<file path="src/rtl/ppwm_params.svh">
// Register offsets, field positions, reset values and counts of the pulse block
`ifndef PPWM_PARAMS_SVH
`define PPWM_PARAMS_SVH

// ----------------------------------------
// Register byte offsets
// ----------------------------------------
`define PPWM_CTRL0 7'h00
`define PPWM_CTRL1 7'h04
`define PPWM_PCON0 7'h08
`define PPWM_PCON1 7'h0c
`define PPWM_DEAD_TIME_CONTROL 7'h10
`define PPWM_OVSEL 7'h14
`define PPWM_OVST 7'h18
`define PPWM_FLTCFG 7'h1c
`define PPWM_CNT_L 7'h20
`define PPWM_CNT_H 7'h24
`define PPWM_PER_L 7'h28
`define PPWM_PER_H 7'h2c
`define PPWM_EVT_L 7'h30
`define PPWM_EVT_H 7'h34
`define PPWM_DUTY_L0 7'h38
`define PPWM_DUTY_STEP 7'h08
`define PPWM_HIGH_OFS 7'h04
`define PPWM_STAT 7'h58

// ----------------------------------------
// Field positions
// ----------------------------------------
`define PPWM_EN_BIT 7
`define PPWM_POST_MSB 7
`define PPWM_POST_LSB 4
`define PPWM_PSC_MSB 3
`define PPWM_PSC_LSB 2
`define PPWM_MODE_MSB 1
`define PPWM_MODE_LSB 0
`define PPWM_DBGOFF_BIT 0

// ----------------------------------------
// Reset values and counts
// ----------------------------------------
`define PPWM_PER_RST 16'h00ff
`define PPWM_PSC_LAST0 8'h03
`define PPWM_PSC_LAST1 8'h0f
`define PPWM_PSC_LAST2 8'h3f
`define PPWM_PSC_LAST3 8'hff

`endif

</file>
<file path="src/rtl/ppwm_pkg.sv">
// Types shared by the pulse block
package ppwm_pkg;
	typedef enum logic [1:0] {
		PPWM_FREE = 2'b00,
		PPWM_SINGLE = 2'b01,
		PPWM_UPDN = 2'b10,
		PPWM_UPDN2 = 2'b11
	} ppwm_mode_t;

	typedef struct packed {
		logic [7:0] ctrl0;
		logic [7:0] ctrl1;
		logic [7:0] pcon0;
		logic [7:0] pcon1;
		logic [7:0] dead_time_control;
		logic [7:0] ovsel;
		logic [7:0] ovst;
		logic [7:0] fltcfg;
		logic [15:0] cnt_buf;
		logic [15:0] per_buf;
		logic [15:0] evt_buf;
		logic [15:0] per;
		logic [15:0] evt;
		logic [3:0][15:0] duty_buf;
		logic [3:0][15:0] duty;
		logic cload;
		logic dir;
		logic dbg;
		logic upd_evt;
		logic trig;
		logic waitreq;
		logic [11:0] count;
		logic [7:0] div;
		logic [3:0] post;
		logic [3:0] raw;
		logic [3:0][7:0] dt;
		logic [7:0] out;
		logic [31:0] rdata;
	} ppwm_state_t;
endpackage

</file>
<file path="src/rtl/ppwm_top.sv">
// Power pulse generator: time base, duty compare, dead time, Avalon slave
`timescale 1ns/1ps
`default_nettype none
`include "ppwm_params.svh"

module ppwm_top (
	input wire logic mclk,
	input wire logic nrst,
	input wire logic [6:0] address,
	input wire logic read,
	input wire logic write,
	input wire logic [3:0] byteenable,
	input wire logic [31:0] writedata,
	output logic [31:0] readdata,
	output logic waitrequest,
	input wire logic debug_mode,
	output logic [7:0] pulse_out,
	output logic update_event,
	output logic event_trigger
);
	// ----------------------------------------
	// Helper functions
	// ----------------------------------------

	// Last divider value of one time-base tick
	function automatic logic [7:0] psc_last(input logic [1:0] ps);
		logic [7:0] r;
		r = `PPWM_PSC_LAST0;
		case (ps)
			2'h1: r = `PPWM_PSC_LAST1;
			2'h2: r = `PPWM_PSC_LAST2;
			2'h3: r = `PPWM_PSC_LAST3;
			default: r = `PPWM_PSC_LAST0;
		endcase
		return r;
	endfunction

	// Quarter of the tick that the divider is in
	function automatic logic [1:0] phase(input logic [7:0] d, input logic [1:0] ps);
		logic [1:0] r;
		r = d[1:0];
		case (ps)
			2'h1: r = d[3:2];
			2'h2: r = d[5:4];
			2'h3: r = d[7:6];
			default: r = d[1:0];
		endcase
		return r;
	endfunction

	// Register read decode, byte wide
	function automatic logic [7:0] reg_read(input ppwm_pkg::ppwm_state_t v,
			input logic [6:0] a);
		logic [7:0] r;
		r = 8'h00;
		case (a)
			`PPWM_CTRL0: r = v.ctrl0;
			`PPWM_CTRL1: r = v.ctrl1;
			`PPWM_PCON0: r = v.pcon0;
			`PPWM_PCON1: r = v.pcon1;
			`PPWM_DEAD_TIME_CONTROL: r = v.dead_time_control;
			`PPWM_OVSEL: r = v.ovsel;
			`PPWM_OVST: r = v.ovst;
			`PPWM_FLTCFG: r = v.fltcfg;
			`PPWM_CNT_L: r = v.count[7:0];
			`PPWM_CNT_H: r = {4'h0, v.count[11:8]};
			`PPWM_PER_L: r = v.per_buf[7:0];
			`PPWM_PER_H: r = v.per_buf[15:8];
			`PPWM_EVT_L: r = v.evt_buf[7:0];
			`PPWM_EVT_H: r = v.evt_buf[15:8];
			`PPWM_STAT: r = {3'h0, v.dir, v.post};
			default: r = 8'h00;
		endcase
		for (int p = 0; p < 4; p++) begin
			if (a == 7'(`PPWM_DUTY_L0 + p * `PPWM_DUTY_STEP)) begin
				r = v.duty_buf[p][7:0];
			end
			if (a == 7'(`PPWM_DUTY_L0 + p * `PPWM_DUTY_STEP + `PPWM_HIGH_OFS)) begin
				r = v.duty_buf[p][15:8];
			end
		end
		return r;
	endfunction

	// ----------------------------------------
	// State and next state
	// ----------------------------------------
	ppwm_pkg::ppwm_state_t s;
	ppwm_pkg::ppwm_state_t n;
	ppwm_pkg::ppwm_mode_t mode;
	logic tick;
	logic bnd;
	logic wr_now;
	logic [1:0] psc;
	logic [13:0] cmp;
	logic [7:0] wb;

	assign mode = ppwm_pkg::ppwm_mode_t'(s.ctrl0[`PPWM_MODE_MSB:`PPWM_MODE_LSB]);
	assign psc = s.ctrl0[`PPWM_PSC_MSB:`PPWM_PSC_LSB];
	// A write lands only at the edge where waitrequest is seen low
	assign wr_now = write & ~s.waitreq & byteenable[0];
	assign wb = writedata[7:0];
	assign tick = (s.div == psc_last(psc));
	// Fine compare: counter plus the quarter of the current tick
	assign cmp = {s.count, phase(s.div, psc)};

	// Next-state logic for the whole block
	always_comb begin
		n = s;
		bnd = 1'b0;
		n.upd_evt = 1'b0;
		n.trig = 1'b0;
		// Prescaler runs free so the tick phase stays steady
		n.div = tick ? 8'h00 : s.div + 8'h01;

		// Time base stepping, only while enabled
		if (s.ctrl1[`PPWM_EN_BIT] && tick) begin
			n.trig = (s.count == s.evt[11:0]);
			unique case (mode)
				ppwm_pkg::PPWM_FREE,
				ppwm_pkg::PPWM_SINGLE: begin
					if (s.count >= s.per[11:0]) begin
						n.count = 12'h000;
						bnd = 1'b1;
						if (mode == ppwm_pkg::PPWM_SINGLE) begin
							// One period then stop, software rearms
							n.ctrl1[`PPWM_EN_BIT] = 1'b0;
						end
					end else begin
						n.count = s.count + 12'h001;
					end
				end
				ppwm_pkg::PPWM_UPDN,
				ppwm_pkg::PPWM_UPDN2: begin
					// Up then down gives pulses centred on zero
					if (s.dir) begin
						if (s.count >= s.per[11:0]) begin
							n.dir = 1'b0;
							if (s.count != 12'h000) begin
								n.count = s.count - 12'h001;
							end
							// Second update point at the top
							bnd = (mode == ppwm_pkg::PPWM_UPDN2);
						end else begin
							n.count = s.count + 12'h001;
						end
					end else begin
						if (s.count == 12'h000) begin
							n.dir = 1'b1;
							if (s.per[11:0] != 12'h000) begin
								n.count = 12'h001;
							end
							bnd = 1'b1;
						end else begin
							n.count = s.count - 12'h001;
						end
					end
				end
			endcase
		end

		// Postscaler: one update event per N+1 boundaries
		if (bnd) begin
			if (s.post == s.ctrl0[`PPWM_POST_MSB:`PPWM_POST_LSB]) begin
				n.post = 4'h0;
				n.upd_evt = 1'b1;
			end else begin
				n.post = s.post + 4'h1;
			end
		end

		// Buffers reach the active values at an update or while stopped
		if (n.upd_evt || !s.ctrl1[`PPWM_EN_BIT]) begin
			n.per = s.per_buf;
			n.evt = s.evt_buf;
			n.duty = s.duty_buf;
		end
		// A pending count load only while stopped or at an update
		if (s.cload && (n.upd_evt || !s.ctrl1[`PPWM_EN_BIT])) begin
			n.count = s.cnt_buf[11:0];
			n.cload = 1'b0;
		end

		// Duty compare, dead time and output shaping per pair
		n.dbg = debug_mode & s.pcon1[`PPWM_DBGOFF_BIT];
		for (int p = 0; p < 4; p++) begin
			n.raw[p] = (s.duty[p][13:0] > cmp);
			if (s.pcon0[p] && (n.raw[p] != s.raw[p])) begin
				n.dt[p] = s.dead_time_control;
			end else if (s.dt[p] != 8'h00) begin
				n.dt[p] = s.dt[p] - 8'h01;
			end
			if (n.dbg) begin
				n.out[2*p +: 2] = 2'b00;
			end else if (!s.pcon0[p]) begin
				n.out[2*p +: 2] = {n.raw[p], n.raw[p]};
			end else if (n.dt[p] != 8'h00) begin
				// Both switches off while the other one drains
				n.out[2*p +: 2] = 2'b00;
			end else begin
				n.out[2*p +: 2] = {n.raw[p], ~n.raw[p]};
			end
		end

		// Bus answer: one wait cycle, then waitrequest low for one cycle
		n.waitreq = 1'b1;
		if ((read || write) && s.waitreq) begin
			n.waitreq = 1'b0;
			n.rdata = read ? {24'h000000, reg_read(s, address)} : 32'h00000000;
		end

		// Register writes, after hardware so a set by software wins
		if (wr_now) begin
			case (address)
				`PPWM_CTRL0: n.ctrl0 = wb;
				`PPWM_CTRL1: n.ctrl1 = wb;
				`PPWM_PCON0: n.pcon0 = wb;
				`PPWM_PCON1: n.pcon1 = wb;
				`PPWM_DEAD_TIME_CONTROL: n.dead_time_control = wb;
				`PPWM_OVSEL: n.ovsel = wb;
				`PPWM_OVST: n.ovst = wb;
				`PPWM_FLTCFG: n.fltcfg = wb;
				`PPWM_CNT_L: begin
					n.cnt_buf[7:0] = wb;
					n.cload = 1'b1;
				end
				`PPWM_CNT_H: begin
					n.cnt_buf[15:8] = wb;
					n.cload = 1'b1;
				end
				`PPWM_PER_L: n.per_buf[7:0] = wb;
				`PPWM_PER_H: n.per_buf[15:8] = wb;
				`PPWM_EVT_L: n.evt_buf[7:0] = wb;
				`PPWM_EVT_H: n.evt_buf[15:8] = wb;
				default: n.cload = n.cload;
			endcase
			for (int p = 0; p < 4; p++) begin
				if (address == 7'(`PPWM_DUTY_L0 + p * `PPWM_DUTY_STEP)) begin
					n.duty_buf[p][7:0] = wb;
				end
				if (address == 7'(`PPWM_DUTY_L0 + p * `PPWM_DUTY_STEP + `PPWM_HIGH_OFS)) begin
					n.duty_buf[p][15:8] = wb;
				end
			end
		end
	end

	// State register with synchronous reset
	always_ff @(posedge mclk) begin
		if (!nrst) begin
			s <= '0;
			s.waitreq <= 1'b1;
			s.per <= `PPWM_PER_RST;
			s.per_buf <= `PPWM_PER_RST;
			s.dir <= 1'b1;
		end else begin
			s <= n;
		end
	end

	// Outputs straight from the state register
	assign readdata = s.rdata;
	assign waitrequest = s.waitreq;
	assign pulse_out = s.out;
	assign update_event = s.upd_evt;
	assign event_trigger = s.trig;
endmodule
`default_nettype wire

</file>
<file path="config.mk">
export PLATFORM = sky130hd
export DESIGN_NAME = ppwm_top
export DESIGN_NICKNAME = d
export VERILOG_FILES = /design/src/rtl/ppwm_pkg.sv /design/src/rtl/ppwm_top.sv
export VERILOG_INCLUDE_DIRS = /design/src /design/src/rtl
export SDC_FILE = /design/constraint.sdc
export NUM_CORES = 1
export LEC_CHECK = 0
export ABC_AREA = 1
export BUFFER_PORTS_ARGS = -buffer_cell sky130_fd_sc_hd__buf_2
export CORE_ASPECT_RATIO = 0.7
export CORE_MARGIN = 1.5
export CORE_UTILIZATION = 60
export CTS_CLUSTER_DIAMETER = 150
export CTS_CLUSTER_SIZE = 12
export DETAILED_ROUTE_END_ITERATION = 6
export GPL_ROUTABILITY_DRIVEN = 0
export PLACE_DENSITY = 0.77
export SLEW_MARGIN = 0
export SYNTH_ARGS = -nofsm -noshare
export SYNTH_HDL_FRONTEND = slang
export SYNTH_SLANG_ARGS = --single-unit
</file>
<file path="constraint.sdc">
create_clock -name mclk -period 4.1 [get_ports mclk]
set_input_delay 0.41 -clock mclk [delete_from_list [all_inputs] [get_ports mclk]]
set_output_delay 0.41 -clock mclk [all_outputs]
set_load 0.03 [all_outputs]
</file>
==> results of run 1 <==
-- final cells by class --
cell class,instances,share of cell area
antenna,1,0.000138
timing repair buffer,62,0.0232
clock buffer,31,0.0429
inverter,225,0.0468
multi-input combinational,1772,0.491
sequential,333,0.368
tap,371,0.0257
clock inverter,2,0.00138
-- metal layers --
metal	routed length, um	global-route usage	share of wire	up-vias
li1	-	-	-	8030
met3	7430	0.104	0.14	166
met2	21400	0.513	0.40	1001
met1	22500	0.505	0.42	7760
met4	2040	0.132	0.038	0
met5	0	0	0	-
-- power groups by stage --
stage                     Clock [W]  Combinational, W  Sequential [W]
after detailed placement          0           0.00195         0.00360
after floorplan                   0           0.00159         0.00357
final                       0.00255           0.00201         0.00354
after CTS                   0.00256           0.00197         0.00354
after global placement            0           0.00190         0.00360
after global routing        0.00268           0.00230         0.00356
-- cell families (layout without fill, tap and decap cells) --
kind of cell,Yosys count,in the layout,synth area share
simple gates,1029,1029,0.258
compound gates,617,617,0.189
buf+inv,373,320,0.0923
flops,333,333,0.391
fa+ha+maj,77,77,0.0565
xor+xnor,25,25,0.0128
other cells,1,25,0.000220
-- layout by cell type (no fill, tap or decap), types with 3 or more instances in the layout --
cell       instances
dfxtp_1          333
o21ai_1            9
inv_2              6
nor2_1           347
nand3_2            7
clkbuf_16         31
or2_2             14
ha_1              77
a211oi_1           4
buf_2             38
conb_1            24
nand3_1          125
buf_12             4
nor3_1            24
nand2_1          421
o211ai_1           3
a31oi_1            4
a21oi_1          279
o2111ai_1          8
o21ai_0          280
nor4_1             4
nand2_2           12
xnor2_1            7
nand4_1           66
o22ai_1           15
xor2_1            18
inv_1            212
buf_4             20
clkinv_1           6
-- registers in the layout, summed over array words and instances (netlist names) --
name and cells:
cmp 12, event_trigger 1, mode 2, psc 2
pulse_out 8, readdata 8, s 298, update_event 1
waitrequest 1
-- stage by stage --
stage / hold WS [ns] / power [W] / worst slack, ns
after global routing: 0.327 / 0.00854 / 0.00971
after floorplan: 0.424 / 0.00517 / 1.57
after detailed placement: 0.440 / 0.00556 / 0.551
after CTS: 0.296 / 0.00807 / 0.532
final: 0.302 / 0.00811 / 0.327
after global placement: 0.434 / 0.00549 / 0.673
-- critical path, cell delays in order, from the launching register on --
cell and delay (ns):
dfxtp_1 0.63, nand3_1 0.27, o21ai_0 0.25, nand4_1 0.44, nor2_1 0.34, o21ai_0 0.13
inv_1 0.09, nand3_1 0.21, nand2_2 0.33, inv_2 0.42, o21ai_0 0.38, a21oi_1 0.07
-- path summary, 6_finish.rpt --
kind / startpoint / endpoint / slack (ns) / cells past startpoint
max: psc[1]$_SDFFE_PN0P_ / s[123]$_SDFFE_PN0P_ / 0.33 / 11
min reg2reg: s[306]$_SDFFE_PN0P_ / s[306]$_SDFFE_PN0P_ / 0.45 / 2
min: write / readdata[6]$_SDFFE_PN0P_ / 0.30 / 4
max reg2reg: psc[1]$_SDFFE_PN0P_ / s[123]$_SDFFE_PN0P_ / 0.33 / 11
==> qor.csv, run 1 <==
metric,value,unit
Yosys Warn Count,0,
"Max FO, Critical Path",55,
register area,6670,um2
post-layout min period,3.77,ns
Max Cap Viol,0,
final count of pins violating max slew,0,
Final period util,0.920,
# DRC,0,
total wire length,53400,um
final hold vios,0,
slew margin rel.,0.323,
largest net degree at the start of global routing,136,
Post-DP HPWL,36900,um
via count,17000,
PostCTS Resize Cnt,0,
critical path arrival,4.22,ns
Fill cells,2492,
largest cells by area after synthesis,"dfxtp_1 39%, nand2_1 9.3%, o21ai_0 8.2%",
Initial DRC Count,2146,
Yosys top cell area share,0.391,
CTS Root Cell,clkbuf_16,
die width,204,um
Worst-path clk slew,0.06,ns
Core Region,27900,um2
status,"finished, final reports clean",
Via density,6.06,
Port Buffers,39,
DP Cell Count,2763,
multi-input logic area,8890,um2
worst hold-check path type,input pin to flip-flop,
Area Growth Syn to Fin,6.14,%
Finished Cell Area,18100,um2
#FFs+latches synth,333,
worst path required time,4.55,ns
grt ovf,0,
Synth Area per Inst,6.94,um2
Post-Synthesis Cells,2455,
CTS sink count,333,
Combinational Power Share,0.248,
nets@finish,2550,
CP Launch Type,flip-flop,
Post-synth EDFFs,0,
asr flop ratio synth,0,
clock latency on the worst-skew pair,0.60,ns
Layout Cells excl Fill,2797,
die area,29400,um2
Clock Skew,0.0177,ns
DRT antenna net count,0,
share of cells above drive strength 1,0.0590,
Sw Ratio,0.329,
Final setup viols,0,
IO Pins,91,
starting density of the core,0.611,
TritonCTS clock tree,done,
Post-CTS Setup Inserts,0,
Row Count,51,
cell area after synthesis,17000,um2
Slew @ Worst Pin,1.02,ns
clk buf depth,3,
Worst VDD drop,0.000509,V
Synth area leader,dfxtp_1,
CP Class,flip-flop to flip-flop,
switching power,0.00266,W
Lkg Pwr,7.54,nW
clock group share of total power,0.315,
DP Area,17300,um2
initial antenna violation count,1,
Avg WL per Cell,19.1,um
first-pass GRT wire length,82000,um
TritonCTS Buffers,31,
H-tree Lvls,1,
"count leader, synth",nand2_1,
Seq pwr share,0.437,
PD cells,448,nW/um2
RSZ-0062 raised after global routing,no,
most common flop cell mapped by yosys,dfxtp_1,
vias in the first global route,15100,
Crit. End Element,flip-flop,
max frequency,265,MHz
Post-CTS Hold Buffers,0,
setup TNS,0,ns
Tot GR Track Use,0.357,
Post-synth top cells,"421 x nand2_1, 347 x nor2_1, 333 x dfxtp_1",
internal power,0.00544,W
Util after Layout,0.649,
post-synthesis sequential area ratio,0.391,
DR pass1 iterations,7,
Cell variety after synth,48,
Chip Height,144,um
No activity file was read; power rests on OpenSTA's default activity.
==> run 2, diff against run 1 <==
CORE_UTILIZATION = 56   (was 60)
PLACE_DENSITY = 0.76   (was 0.77)
clock period = 3.05 ns   (was 4.1 ns; I/O delays follow)
==> run 2 against run 1 <==
Against the previous run: the run now ends with design-rule violations left; critical path depth grew 4; clock skew shrank 0.0066 ns; critical endpoint is now pulse_out[0]$_SDFF_PP0_; core utilization shrank 1.6 points; highest routed layer unchanged; hold slack lost 0.22 ns.
==> qor.csv, run 2 (synthesized netlist as in run 1, its figures left out) <==
metric,value,unit
status,finished with violations,
failing checks,design-rule violations,
DRT antenna net count,0,
Max Cap Viol,0,
initial antenna violation count,0,
Via density,5.96,
"most common cell after layout, fill and taps aside",nand2_1,
PD cells,600,nW/um2
nets@finish,2635,
largest net degree at the start of global routing,116,
"Max FO, Critical Path",9,
CTS sink count,333,
Crit. End Element,flip-flop,
max reg flops,298,
Worst-path clk slew,0.06,ns
vias in the first global route,15100,
critical path endpoint,pulse_out[0]$_SDFF_PP0_,
Worst VDD drop,0.000544,V
Finished Cell Area,19000,um2
worst path required time,3.58,ns
slew margin rel.,0.446,
Core Region,30000,um2
Final setup viols,0,
Slew @ Worst Pin,0.831,ns
Row Count,53,
DP Area,17900,um2
Area Growth Syn to Fin,11.3,%
grt ovf,0,
Post-DP HPWL,39200,um
DR pass1 iterations,7,
Initial DRC Count,2353,
TritonCTS clock tree,done,
CTS Root Cell,clkbuf_16,
n_diodes,0,
via count,17400,
post-layout min period,2.92,ns
die width,212,um
first-pass GRT wire length,84300,um
# DRC,15,
share of cells above drive strength 1,0.102,
flop2flop setup slack,0.13,ns
Worst R2R Start,cmp[10]$_SDFFE_PN0P_,
total power,0.0114,W
final hold vios,0,
TritonCTS Buffers,31,
starting density of the core,0.569,
max frequency,342,MHz
Worst R2R End,pulse_out[0]$_SDFF_PP0_,
Lkg Pwr,7.97,nW
cells on worst reg2reg path,15,
CP Class,flip-flop to flip-flop,
clk buf depth,3,
Port Buffers,39,
Chip Height,149,um
CP Launch Type,flip-flop,
RSZ-0062 raised after global routing,yes,
final count of pins violating max slew,0,
critical path arrival,3.46,ns
Clock Skew,0.0111,ns
IO Pins,91,
Final period util,0.958,
worst hold-check path type,input pin to flip-flop,
total wire length,56100,um
most frequent cells in the layout,"418 x nand2_1, 346 x nor2_1, 328 x dfxtp_1",
H-tree Lvls,1,
clock latency on the worst-skew pair,0.60,ns
Critical Path Source,cmp[10]$_SDFFE_PN0P_,
setup TNS,0,ns
Biggest register,s,
Tot GR Track Use,0.345,
Avg WL per Cell,19.2,um
die area,31500,um2
-- run 2: worst max-delay path: stages, from the launching register on --
cell      delay (ns)
dfxtp_1         0.34
clkinv_1        0.35
ha_1            0.44
nand4_1         0.13
nor2_1          0.25
nand4_1         0.15
buf_4           0.19
nand3_4         0.14
nand3_4         0.13
nand2_1         0.12
nand2_1         0.06
nor2_1          0.10
nand2_1         0.07
nor2_1          0.19
nand3_1         0.10
nand2_1         0.10
-- run 2: repair_timing --
| action | CTS | global route |
|---|---|---|
| endpoints found under the setup margin | 0 | 95 |
| gates resized for setup | 0 | 40 |
| hold buffers | 0 | 0 |
| endpoints found under the hold margin | 0 | 0 |
| buffers inserted | 0 | 13 |
-- run 2: worst min-delay path by stage --
| stage | end | depth (start not counted) | startpoint |
|---|---|---|---|
| floorplan | s[306]$_SDFFE_PN0P_ | 2 | s[306]$_SDFFE_PN0P_ |
| global placement | s[328]$_SDFFE_PN0P_ | 2 | s[328]$_SDFFE_PN0P_ |
| detailed placement | s[326]$_SDFFE_PN0P_ | 2 | s[326]$_SDFFE_PN0P_ |
| CTS | s[288]$_SDFFE_PN1P_ | 2 | nrst |
| global route | s[286]$_SDFFE_PN1P_ | 2 | nrst |
| finish | s[288]$_SDFFE_PN1P_ | 2 | nrst |
-- run 2: report_power, final --
group | total (W) | switching, W | internal, W
clock network | 0.00346 | 0.00167 | 0.00179
logic | 0.00316 | 0.00188 | 0.00128
registers | 0.00476 | 0.000180 | 0.00458
total | 0.0114 | 0.00373 | 0.00764
-- run 2: layout make-up --
type	count	area, um2
inverter	225	871
clock buffer	31	776
clock inverter	2	25.0
timing repair buffer	147	1080
tap	412	515
multi-input combinational	1772	9030
sequential	333	6670
fill	2682	11000
-- run 2: per-layer routing --
metal | vias up | track usage | share of wire
li1 | 8205 | - | -
met1 | 7981 | 0.503 | 0.43
met2 | 1078 | 0.479 | 0.40
met3 | 154 | 0.115 | 0.15
met4 | 0 | 0.0989 | 0.030
met5 | - | 0 | 0
-- run 2: metrics by stage --
stage          hold WS, ns  setup slack, ns   util  instances
2_1_floorplan        0.424            0.524      -       2478
5_1_grt              0.102          -0.0421  0.633       2922
3_3_place_gp         0.433           0.0764  0.596       2876
6_report            0.0854            0.127  0.633       2922
4_1_cts             0.0824           0.0121  0.623       2909
3_5_place_dp         0.437           0.0296  0.596       2876
